`src/design/okc_pkg.sv`:
```
package okc_pkg;

  // ----------------------------------------------------------------
  // Register byte addresses on the APB
  // ----------------------------------------------------------------
  localparam logic [15:0] OKC_ADDR_KEY      = 16'h0a0c;  // Unlock word for the control register
  localparam logic [15:0] OKC_ADDR_CTRL     = 16'h0a10;  // Oscillator enables and ready flags
  localparam logic [15:0] OKC_ADDR_FASTCFG  = 16'h20bc;  // Fast output rate selection
  localparam logic [15:0] OKC_ADDR_DIVCFG   = 16'h0408;  // System clock divider
  localparam logic [15:0] OKC_ADDR_IRQ_STS  = 16'h0a80;  // Sticky event status, write one to clear
  localparam logic [15:0] OKC_ADDR_IRQ_MSK  = 16'h0a84;  // Event mask, one lets the event through

  // ----------------------------------------------------------------
  // Field positions and values
  // ----------------------------------------------------------------
  localparam int          OKC_NUM_OSC       = 3;         // Slow, fast internal, crystal
  localparam int          OKC_EN_LSB        = 0;         // Enables sit in bits 2:0
  localparam int          OKC_RDY_LSB       = 8;         // Ready flags sit in bits 10:8
  localparam int          OKC_RATE_BIT      = 2;         // Fast output select, 1 means 16 MHz
  localparam int          OKC_DIV_W         = 6;         // Divider field width
  localparam int          OKC_EVT_W         = 4;         // Three ready events and a refused write
  localparam logic [15:0] OKC_UNLOCK_WORD   = 16'hcb14;  // Value that opens the control register
  localparam logic [2:0]  OKC_EN_RST        = 3'h3;      // Both internal oscillators run from reset
  localparam logic [31:0] OKC_FASTCFG_RST   = 32'h00000034;
  localparam logic [15:0] OKC_DIVCFG_RST    = 16'h0441;
  localparam logic [5:0]  OKC_DIV_MAX       = 6'h20;     // Divider saturates at 32

  // ----------------------------------------------------------------
  // Timing
  // ----------------------------------------------------------------
  localparam int          OKC_CLK_NS        = 20;        // 50 MHz block clock
  localparam int          OKC_SETTLE_NS     = 10000;     // Least settling time after enable
  localparam int          OKC_SETTLE_CYC    = (OKC_SETTLE_NS + OKC_CLK_NS - 1) / OKC_CLK_NS;

  // ----------------------------------------------------------------
  // APB request bundle
  // ----------------------------------------------------------------
  typedef struct packed {
    logic        psel;     // Slave selected
    logic        penable;  // Access phase
    logic        pwrite;   // Write when high
    logic [15:0] paddr;    // Byte address
    logic [31:0] pwdata;   // Write data
  } okc_apb_req_t;

endpackage

```
`src/design/okc_settle.sv`:
```
`timescale 1ns/10ps
module okc_settle #(
  parameter int SETTLE_CYC = 500
) (
  input  wire logic clk_i,
  input  wire logic rst_i,
  input  wire logic en_i,      // Oscillator enable
  input  wire logic stable_i,  // Synchronised stability level
  output logic      ready_o    // Ready flag, low at once when disabled
);
  import okc_pkg::*;

  // ----------------------------------------------------------------
  // Elaboration check
  // ----------------------------------------------------------------
  if (SETTLE_CYC < 2 || SETTLE_CYC > 65535)
  begin : g_bad_settle
    $error("okc_settle: settle count out of range");
  end

  // ----------------------------------------------------------------
  // State
  // ----------------------------------------------------------------
  typedef struct packed {
    logic [15:0] cnt_ff;    // Cycles since enable
    logic        ready_ff;  // Latched ready
  } okc_settle_st_t;

  okc_settle_st_t st_ff;
  okc_settle_st_t nxt_st;

  // Counter starts on enable, flag latches once settled and stable
  always_comb
  begin
    nxt_st = st_ff;
    if (!en_i)
    begin
      nxt_st.cnt_ff   = '0;
      nxt_st.ready_ff = 1'b0;
    end
    else
    begin
      if (nxt_st.cnt_ff != 16'(SETTLE_CYC))
        nxt_st.cnt_ff = st_ff.cnt_ff + 16'h0001;
      // Once set, a later drop of stable_i is ignored on purpose
      if (st_ff.cnt_ff == 16'(SETTLE_CYC) && stable_i)
        nxt_st.ready_ff = 1'b1;
    end
  end

  always_ff @(posedge clk_i)
  begin
    if (rst_i)
      st_ff <= '0;
    else
      st_ff <= nxt_st;
  end

  // Gating by enable clears the flag in the very cycle of disable
  assign ready_o = st_ff.ready_ff & en_i;

endmodule

```
`src/design/okc_top.sv`:
```
`timescale 1ns/10ps
module okc_top #(
  parameter int SETTLE_CYC = okc_pkg::OKC_SETTLE_CYC
) (
  input  wire logic                 clk_i,
  input  wire logic                 rst_i,
  input  wire okc_pkg::okc_apb_req_t apb_i,
  output logic [31:0]               prdata_o,
  output logic                      pready_o,
  output logic                      pslverr_o,
  input  wire logic [2:0]           osc_stable_i,
  output logic [2:0]                osc_enable_o,
  output logic [2:0]                osc_ready_o,
  output logic                      fast_rate_32_o,
  output logic                      sys_clk_tick_o,
  output logic                      irq_o
);
  import okc_pkg::*;

  // ----------------------------------------------------------------
  // Elaboration check
  // ----------------------------------------------------------------
  if (SETTLE_CYC < 2)
  begin : g_bad_top
    $error("okc_top: settle count too small");
  end

  // ----------------------------------------------------------------
  // State of the block
  // ----------------------------------------------------------------
  typedef struct packed {
    logic                  unlock_ff;  // Control register open for one write
    logic [15:0]           key_ff;     // Last word written to the key register
    logic [2:0]            en_ff;      // Oscillator enables
    logic                  rate16_ff;  // Fast output at 16 MHz when high
    logic [OKC_DIV_W-1:0]  div_ff;     // Divider field
    logic [OKC_EVT_W-1:0]  sts_ff;     // Sticky events
    logic [OKC_EVT_W-1:0]  msk_ff;     // Event mask
    logic                  rsp_ff;     // Answer phase of an APB access
    logic                  err_ff;     // Unmapped address answer
    logic [31:0]           rdata_ff;   // Read data
    logic [2:0]            sync1_ff;   // First synchroniser stage
    logic [2:0]            sync2_ff;   // Second synchroniser stage
    logic [2:0]            rdy_q_ff;   // Ready flags one cycle back
    logic [OKC_DIV_W-1:0]  tcnt_ff;    // System tick counter
    logic                  tick_ff;    // System tick
  } okc_state_t;

  okc_state_t st_ff;
  okc_state_t nxt_st;

  logic [2:0] rdy_w;    // Ready flags from the settle counters
  logic       acc_w;    // Access phase seen by the slave
  logic       wr_w;     // Write taken at this edge
  logic       hit_w;    // Address decodes to a register
  logic [5:0] eff_w;    // Effective division

  // ----------------------------------------------------------------
  // Helpers
  // ----------------------------------------------------------------
  // Divider field to division ratio; 32 MHz source forces at least two
  function automatic logic [5:0] okc_div_eff(input logic [5:0] d, input logic fast32);
    logic [5:0] r;
    r = d;
    if (d > OKC_DIV_MAX)
      r = OKC_DIV_MAX;
    else if (d < 6'h02)
      r = 6'h01;
    if (fast32 && r < 6'h02)
      r = 6'h02;
    return r;
  endfunction

  // Address decode for the error path; the read path decodes with its own case
  function automatic logic okc_mapped(input logic [15:0] a);
    return (a == OKC_ADDR_KEY) || (a == OKC_ADDR_CTRL) || (a == OKC_ADDR_FASTCFG) ||
           (a == OKC_ADDR_DIVCFG) || (a == OKC_ADDR_IRQ_STS) || (a == OKC_ADDR_IRQ_MSK);
  endfunction

  // ----------------------------------------------------------------
  // Settling counters, one per oscillator
  // ----------------------------------------------------------------
  for (genvar i = 0; i < OKC_NUM_OSC; i++)
  begin : g_settle
    okc_settle #(
      .SETTLE_CYC (SETTLE_CYC)
    ) u_settle (
      .clk_i    (clk_i),
      .rst_i    (rst_i),
      .en_i     (st_ff.en_ff[i]),
      .stable_i (st_ff.sync2_ff[i]),
      .ready_o  (rdy_w[i])
    );
  end

  assign acc_w = apb_i.psel & apb_i.penable;
  assign wr_w  = acc_w & st_ff.rsp_ff & apb_i.pwrite;
  assign hit_w = okc_mapped(apb_i.paddr);
  assign eff_w = okc_div_eff(st_ff.div_ff, ~st_ff.rate16_ff);

  // ----------------------------------------------------------------
  // Next state
  // ----------------------------------------------------------------
  always_comb
  begin
    nxt_st = st_ff;

    // Pin levels pass two flops before use
    nxt_st.sync1_ff = osc_stable_i;
    nxt_st.sync2_ff = st_ff.sync1_ff;
    nxt_st.rdy_q_ff = rdy_w;

    // One wait state: data is registered, then pready rises
    nxt_st.rsp_ff = acc_w & ~st_ff.rsp_ff;
    if (acc_w && !st_ff.rsp_ff)
    begin
      nxt_st.err_ff   = ~hit_w;
      nxt_st.rdata_ff = 32'h00000000;
      if (!apb_i.pwrite)
      begin
        unique case (apb_i.paddr)
          OKC_ADDR_KEY:     nxt_st.rdata_ff = {16'h0000, st_ff.key_ff};
          // Ready flags and enables
          OKC_ADDR_CTRL:    nxt_st.rdata_ff = {21'h000000, rdy_w, 5'h00, st_ff.en_ff};
          // Reserved bits read their reset pattern
          OKC_ADDR_FASTCFG: nxt_st.rdata_ff = (OKC_FASTCFG_RST & ~32'h00000004) |
                                              {29'h00000000, st_ff.rate16_ff, 2'h0};
          OKC_ADDR_DIVCFG:  nxt_st.rdata_ff = {16'h0000, OKC_DIVCFG_RST[15:6], st_ff.div_ff};
          OKC_ADDR_IRQ_STS: nxt_st.rdata_ff = {28'h0000000, st_ff.sts_ff};
          OKC_ADDR_IRQ_MSK: nxt_st.rdata_ff = {28'h0000000, st_ff.msk_ff};
          default:          nxt_st.rdata_ff = 32'h00000000;
        endcase
      end
    end

    // Register writes take effect at the edge that sees pready high
    if (wr_w)
    begin
      // Any write elsewhere closes the protection again
      nxt_st.unlock_ff = 1'b0;
      unique case (apb_i.paddr)
        OKC_ADDR_KEY:
        begin
          nxt_st.key_ff    = apb_i.pwdata[15:0];
          nxt_st.unlock_ff = (apb_i.pwdata[15:0] == OKC_UNLOCK_WORD);
        end
        OKC_ADDR_CTRL:
        begin
          // Writes while locked are dropped and flagged
          if (st_ff.unlock_ff)
            nxt_st.en_ff = apb_i.pwdata[2:0];
          else
            nxt_st.sts_ff[3] = 1'b1;
        end
        OKC_ADDR_FASTCFG: nxt_st.rate16_ff = apb_i.pwdata[OKC_RATE_BIT];
        OKC_ADDR_DIVCFG:  nxt_st.div_ff    = apb_i.pwdata[OKC_DIV_W-1:0];
        OKC_ADDR_IRQ_STS: nxt_st.sts_ff    = st_ff.sts_ff & ~apb_i.pwdata[OKC_EVT_W-1:0];
        OKC_ADDR_IRQ_MSK: nxt_st.msk_ff    = apb_i.pwdata[OKC_EVT_W-1:0];
        default:          nxt_st.key_ff    = st_ff.key_ff;
      endcase
    end

    // Rising ready flags set sticky status; set beats a clear
    nxt_st.sts_ff[2:0] = nxt_st.sts_ff[2:0] | (rdy_w & ~st_ff.rdy_q_ff);

    // System tick: counter wraps at the effective ratio
    if (st_ff.tcnt_ff + 6'h01 >= eff_w)
    begin
      nxt_st.tcnt_ff = 6'h00;
      nxt_st.tick_ff = 1'b1;
    end
    else
    begin
      nxt_st.tcnt_ff = st_ff.tcnt_ff + 6'h01;
      nxt_st.tick_ff = 1'b0;
    end
  end

  // ----------------------------------------------------------------
  // State register
  // ----------------------------------------------------------------
  always_ff @(posedge clk_i)
  begin
    if (rst_i)
    begin
      st_ff           <= '0;
      st_ff.en_ff     <= OKC_EN_RST;
      st_ff.rate16_ff <= OKC_FASTCFG_RST[OKC_RATE_BIT];
      st_ff.div_ff    <= OKC_DIVCFG_RST[OKC_DIV_W-1:0];
    end
    else
      st_ff <= nxt_st;
  end

  // ----------------------------------------------------------------
  // Outputs
  // ----------------------------------------------------------------
  assign prdata_o       = st_ff.rdata_ff;
  assign pready_o       = st_ff.rsp_ff;
  assign pslverr_o      = st_ff.rsp_ff & st_ff.err_ff;
  assign osc_enable_o   = st_ff.en_ff;
  assign osc_ready_o    = rdy_w;
  // Converter may take this rate directly; system tick never runs undivided from it
  assign fast_rate_32_o = ~st_ff.rate16_ff;
  assign sys_clk_tick_o = st_ff.tick_ff;
  assign irq_o          = |(st_ff.sts_ff & st_ff.msk_ff);
endmodule

```
`config.mk`:
```
export PLATFORM = sky130hd
export DESIGN_NAME = okc_top
export DESIGN_NICKNAME = d
export VERILOG_FILES = /design/src/design/okc_pkg.sv /design/src/design/okc_settle.sv /design/src/design/okc_top.sv
export SDC_FILE = /design/constraint.sdc
export NUM_CORES = 1
export LEC_CHECK = 0
export ABC_AREA = 1
export BUFFER_PORTS_ARGS = -buffer_cell sky130_fd_sc_hd__buf_4
export CORE_MARGIN = 5
export CORE_UTILIZATION = 52
export CTS_CLUSTER_SIZE = 28
export DETAILED_ROUTE_END_ITERATION = 7
export PLACE_DENSITY = 0.77
export SYNTH_ARGS = -nofsm -noshare
export SYNTH_HDL_FRONTEND = slang
export SYNTH_HIERARCHICAL = 1
export SYNTH_SLANG_ARGS = --single-unit
```
`constraint.sdc`:
```
create_clock -name clk_i -period 2.1 [get_ports clk_i]
set_input_delay 0.42 -clock clk_i [delete_from_list [all_inputs] [get_ports clk_i]]
set_output_delay 0.42 -clock clk_i [all_outputs]
set_load 0.03 [all_outputs]
```
==> impl_metrics.yaml <==
placed_design:
  port_buffers: 66
  dpl_cell_area_um2: 6990
  dp_slack_ps: -156
  dp_hpwl_um: 11200
  gp_congestion: 0.892
worst_hold_path:
  holdPathEnd: "nxt_st[11]"
  hold_path_class: "in2reg"
  min_from: "osc_stable_i[1]"
  min_path_cells: 3
synthesis:
  ys_seq_area_share_pct: 37.0
  syn_area_per_cell_um2: 6.87
  yosys.area.top_type_share_pct: 37.0
  ys_seq_elements: 120
  synthFlopType: "dfxtp_1"
  synthTopCellsByArea: "dfxtp_1, nand2_1, inv_1, nor2_1, a21oi_1"
  synth_top_cell_by_area: "dfxtp_1"
  netlist_area_um2: 6490
  synth_common_cells: "nand2_1, inv_1, nor2_1"
  yosysWarnings: 6
  netlist_instances: 945
  synth.most_common_cell: "nand2_1"
  synth_cell_type_count: 40
  async_reset_ff_share_pct: 0
  synth_edf_count: 0
die:
  rows: 40
  pin_count: 99
  coreArea_um2: 12100
  die_h_um: 122
  die_w_um: 122
  die_area_um2: 14800
  initial_core_util_pct: 53.6
run:
  drv_cap: 0
grt:
  grt_pass1_wl_um: 25100
  overflow: 0
  grtUsageMet2_pct: 35.4
  met1_usage_pct: 25.7
  top_usage_layer: "met2"
  grt_pass1_vias: 5535
  grt_max_degree: 32
  grt.total_usage_pct: 20.8
  grt_use_met3_pct: 5.52
  antenna_found_initial: 0
routing:
  drt-total-wl_um: 15000
  drt_first_pass_iters: 5
  vias_per_cell: 5.01
  routedWlPerCell_um: 12.6
  ant_nets: 0
  drtIter0Drc: 462
  post-route-drc-count: 0
  num_vias: 5952
cells_and_area:
  stdcell_area_um2: 7650
  layout-drive-gt1-share_pct: 16.8
  num-fill-cells: 1117
  diodes: 0
  fin_nets: 1075
  synthToLayoutAreaGrowth_pct: 17.9
status:
  violations: "setup timing"
  outcome: "finished with violations"
worst_setup_path:
  cp-start-kind: "register"
  worstPathRequired_ps: 2400
  reg2reg_from: "st_ff[61]"
  critical_path_arrival_ps: 2400
  path_class: "reg2reg"
  r2r_slack_ps: -2
  r2r_end: "st_ff[4]"
  crit_path_end_kind: "register"
  ff2ff_path_depth: 11
  cp_max_fo: 6
clock_tree:
  numCtsBuffers: 17
  htree_levels: 4
  clk_path_buf_depth: 2
  clock_sinks: 120
  clk_latency_ps: 410
  cts-root-buf: "clkbuf_16"
  clkTransAtPathRegs_ps: 60
  holdBufCountCts: 0
  cts_tree: "yes"
timing:
  drv_slew: 0
  worst_hold_slack_ps: 215
  max_freq_mhz: 476
  setup_violations: 3
  min_period_ps: 2100
  finalCritPeriodShare_pct: 100
  clock_skew_ps: 6.09
  grt_setup_unrepaired: "yes"
  postLayoutSetupSlackWorst_ps: -2.15
  hold_viol: 0
power:
  p_per_area_nw_per_um2: 721
  ir_drop_v: 0.000599
  leakage_nw: 3.31
  fin_total_pwr_mw: 5.52
-- cell type report --
cell class | count | area (µm²) | share of cell area, %
clock inverters | 11 | 146 | 1.91
flip-flops and latches | 120 | 2400 | 31.4
repair buffers | 81 | 612 | 8.00
well taps | 168 | 210 | 2.75
clock buffers | 21 | 450 | 5.89
multi-input cells | 647 | 3310 | 43.2
inverters | 139 | 522 | 6.82
-- cell usage in the layout (no fill, tap or decap), drive strengths merged --
cell type,instances
o21ai,35
nand3b,1
nand2,187
nor3,7
or4,1
a21oi,82
a31oi,3
o211ai,6
o21a,4
nor2,159
and3,1
ha,13
a211oi,2
xnor2,6
nor4,2
o32ai,3
nand3,85
conb,16
clkinv,6
buf,81
nand4,22
clkbuf,21
inv,139
or2,1
nor3b,3
bufinv,3
dfxtp,120
o311ai,1
clkinvlp,2
xor2,7
-- worst max path at each step --
stage | from | end | depth (start not counted)
after CTS | st_ff[61] | st_ff[4] | 11
after detailed placement | st_ff[61] | st_ff[1] | 9
after floorplan | st_ff[61] | st_ff[1] | 11
final | st_ff[61] | st_ff[4] | 11
after global routing | st_ff[61] | st_ff[2] | 12
after global placement | st_ff[61] | st_ff[1] | 9
-- routing by layer --
layer / routed length (µm) / vias to the layer above
met3: 805 / 32
met5: 0 / -
li1: - / 3093
met1: 6610 / 2683
met2: 7250 / 144
met4: 315 / 0
-- cells by family after synthesis --
kind of cell / after synthesis / synth area share [%]
adder cells (fa/ha/maj): 13 / 2.51
AND/OR/NAND/NOR: 469 / 33.7
XOR/XNOR: 13 / 1.75
flip-flops: 120 / 37.0
other: 1 / 0.0578
AO/OA/AOI/OAI: 136 / 11.2
buffers and inverters: 193 / 13.7
-- critical path, stage by stage, from the launching register on --
cell,delay (ps)
dfxtp_2,320
or4_4,530
o21ai_2,140
buf_4,140
nand2_2,60
ha_4,270
nand2_1,50
inv_1,60
nand4_1,120
nand4_1,130
buf_6,140
nor2_2,30
-- registers in the layout, summed over array words and instances (netlist names) --
name,count
nxt_st,3
st_ff,45
pready_o,1
g_settle.u_settle/st_ff,51
osc_enable_o,3
sys_clk_tick_o,1
prdata_o,16
-- timing repair --
action,4_1_cts,5_1_grt
buffers inserted,1,0
endpoints found under the hold margin,0,0
resized for setup,6,9
pin swaps,5,4
setup endpoints to repair,6,7
-- per-stage QoR --
step,utilization [%],std cells,setup TNS (ps)
2_1_floorplan,-,960,0
3_3_place_gp,57.7,1154,-472
3_5_place_dp,57.7,1154,-826
4_1_cts,63.0,1187,0
5_1_grt,63.2,1187,-710
6_report,63.2,1187,-5.32
-- power breakdown --
part | internal, mW | switching (mW)
sequential | 2.30 | 0.0153
combinational | 0.0968 | 0.180
clock | 1.90 | 1.03
No activity file was read; power rests on OpenSTA's default activity.
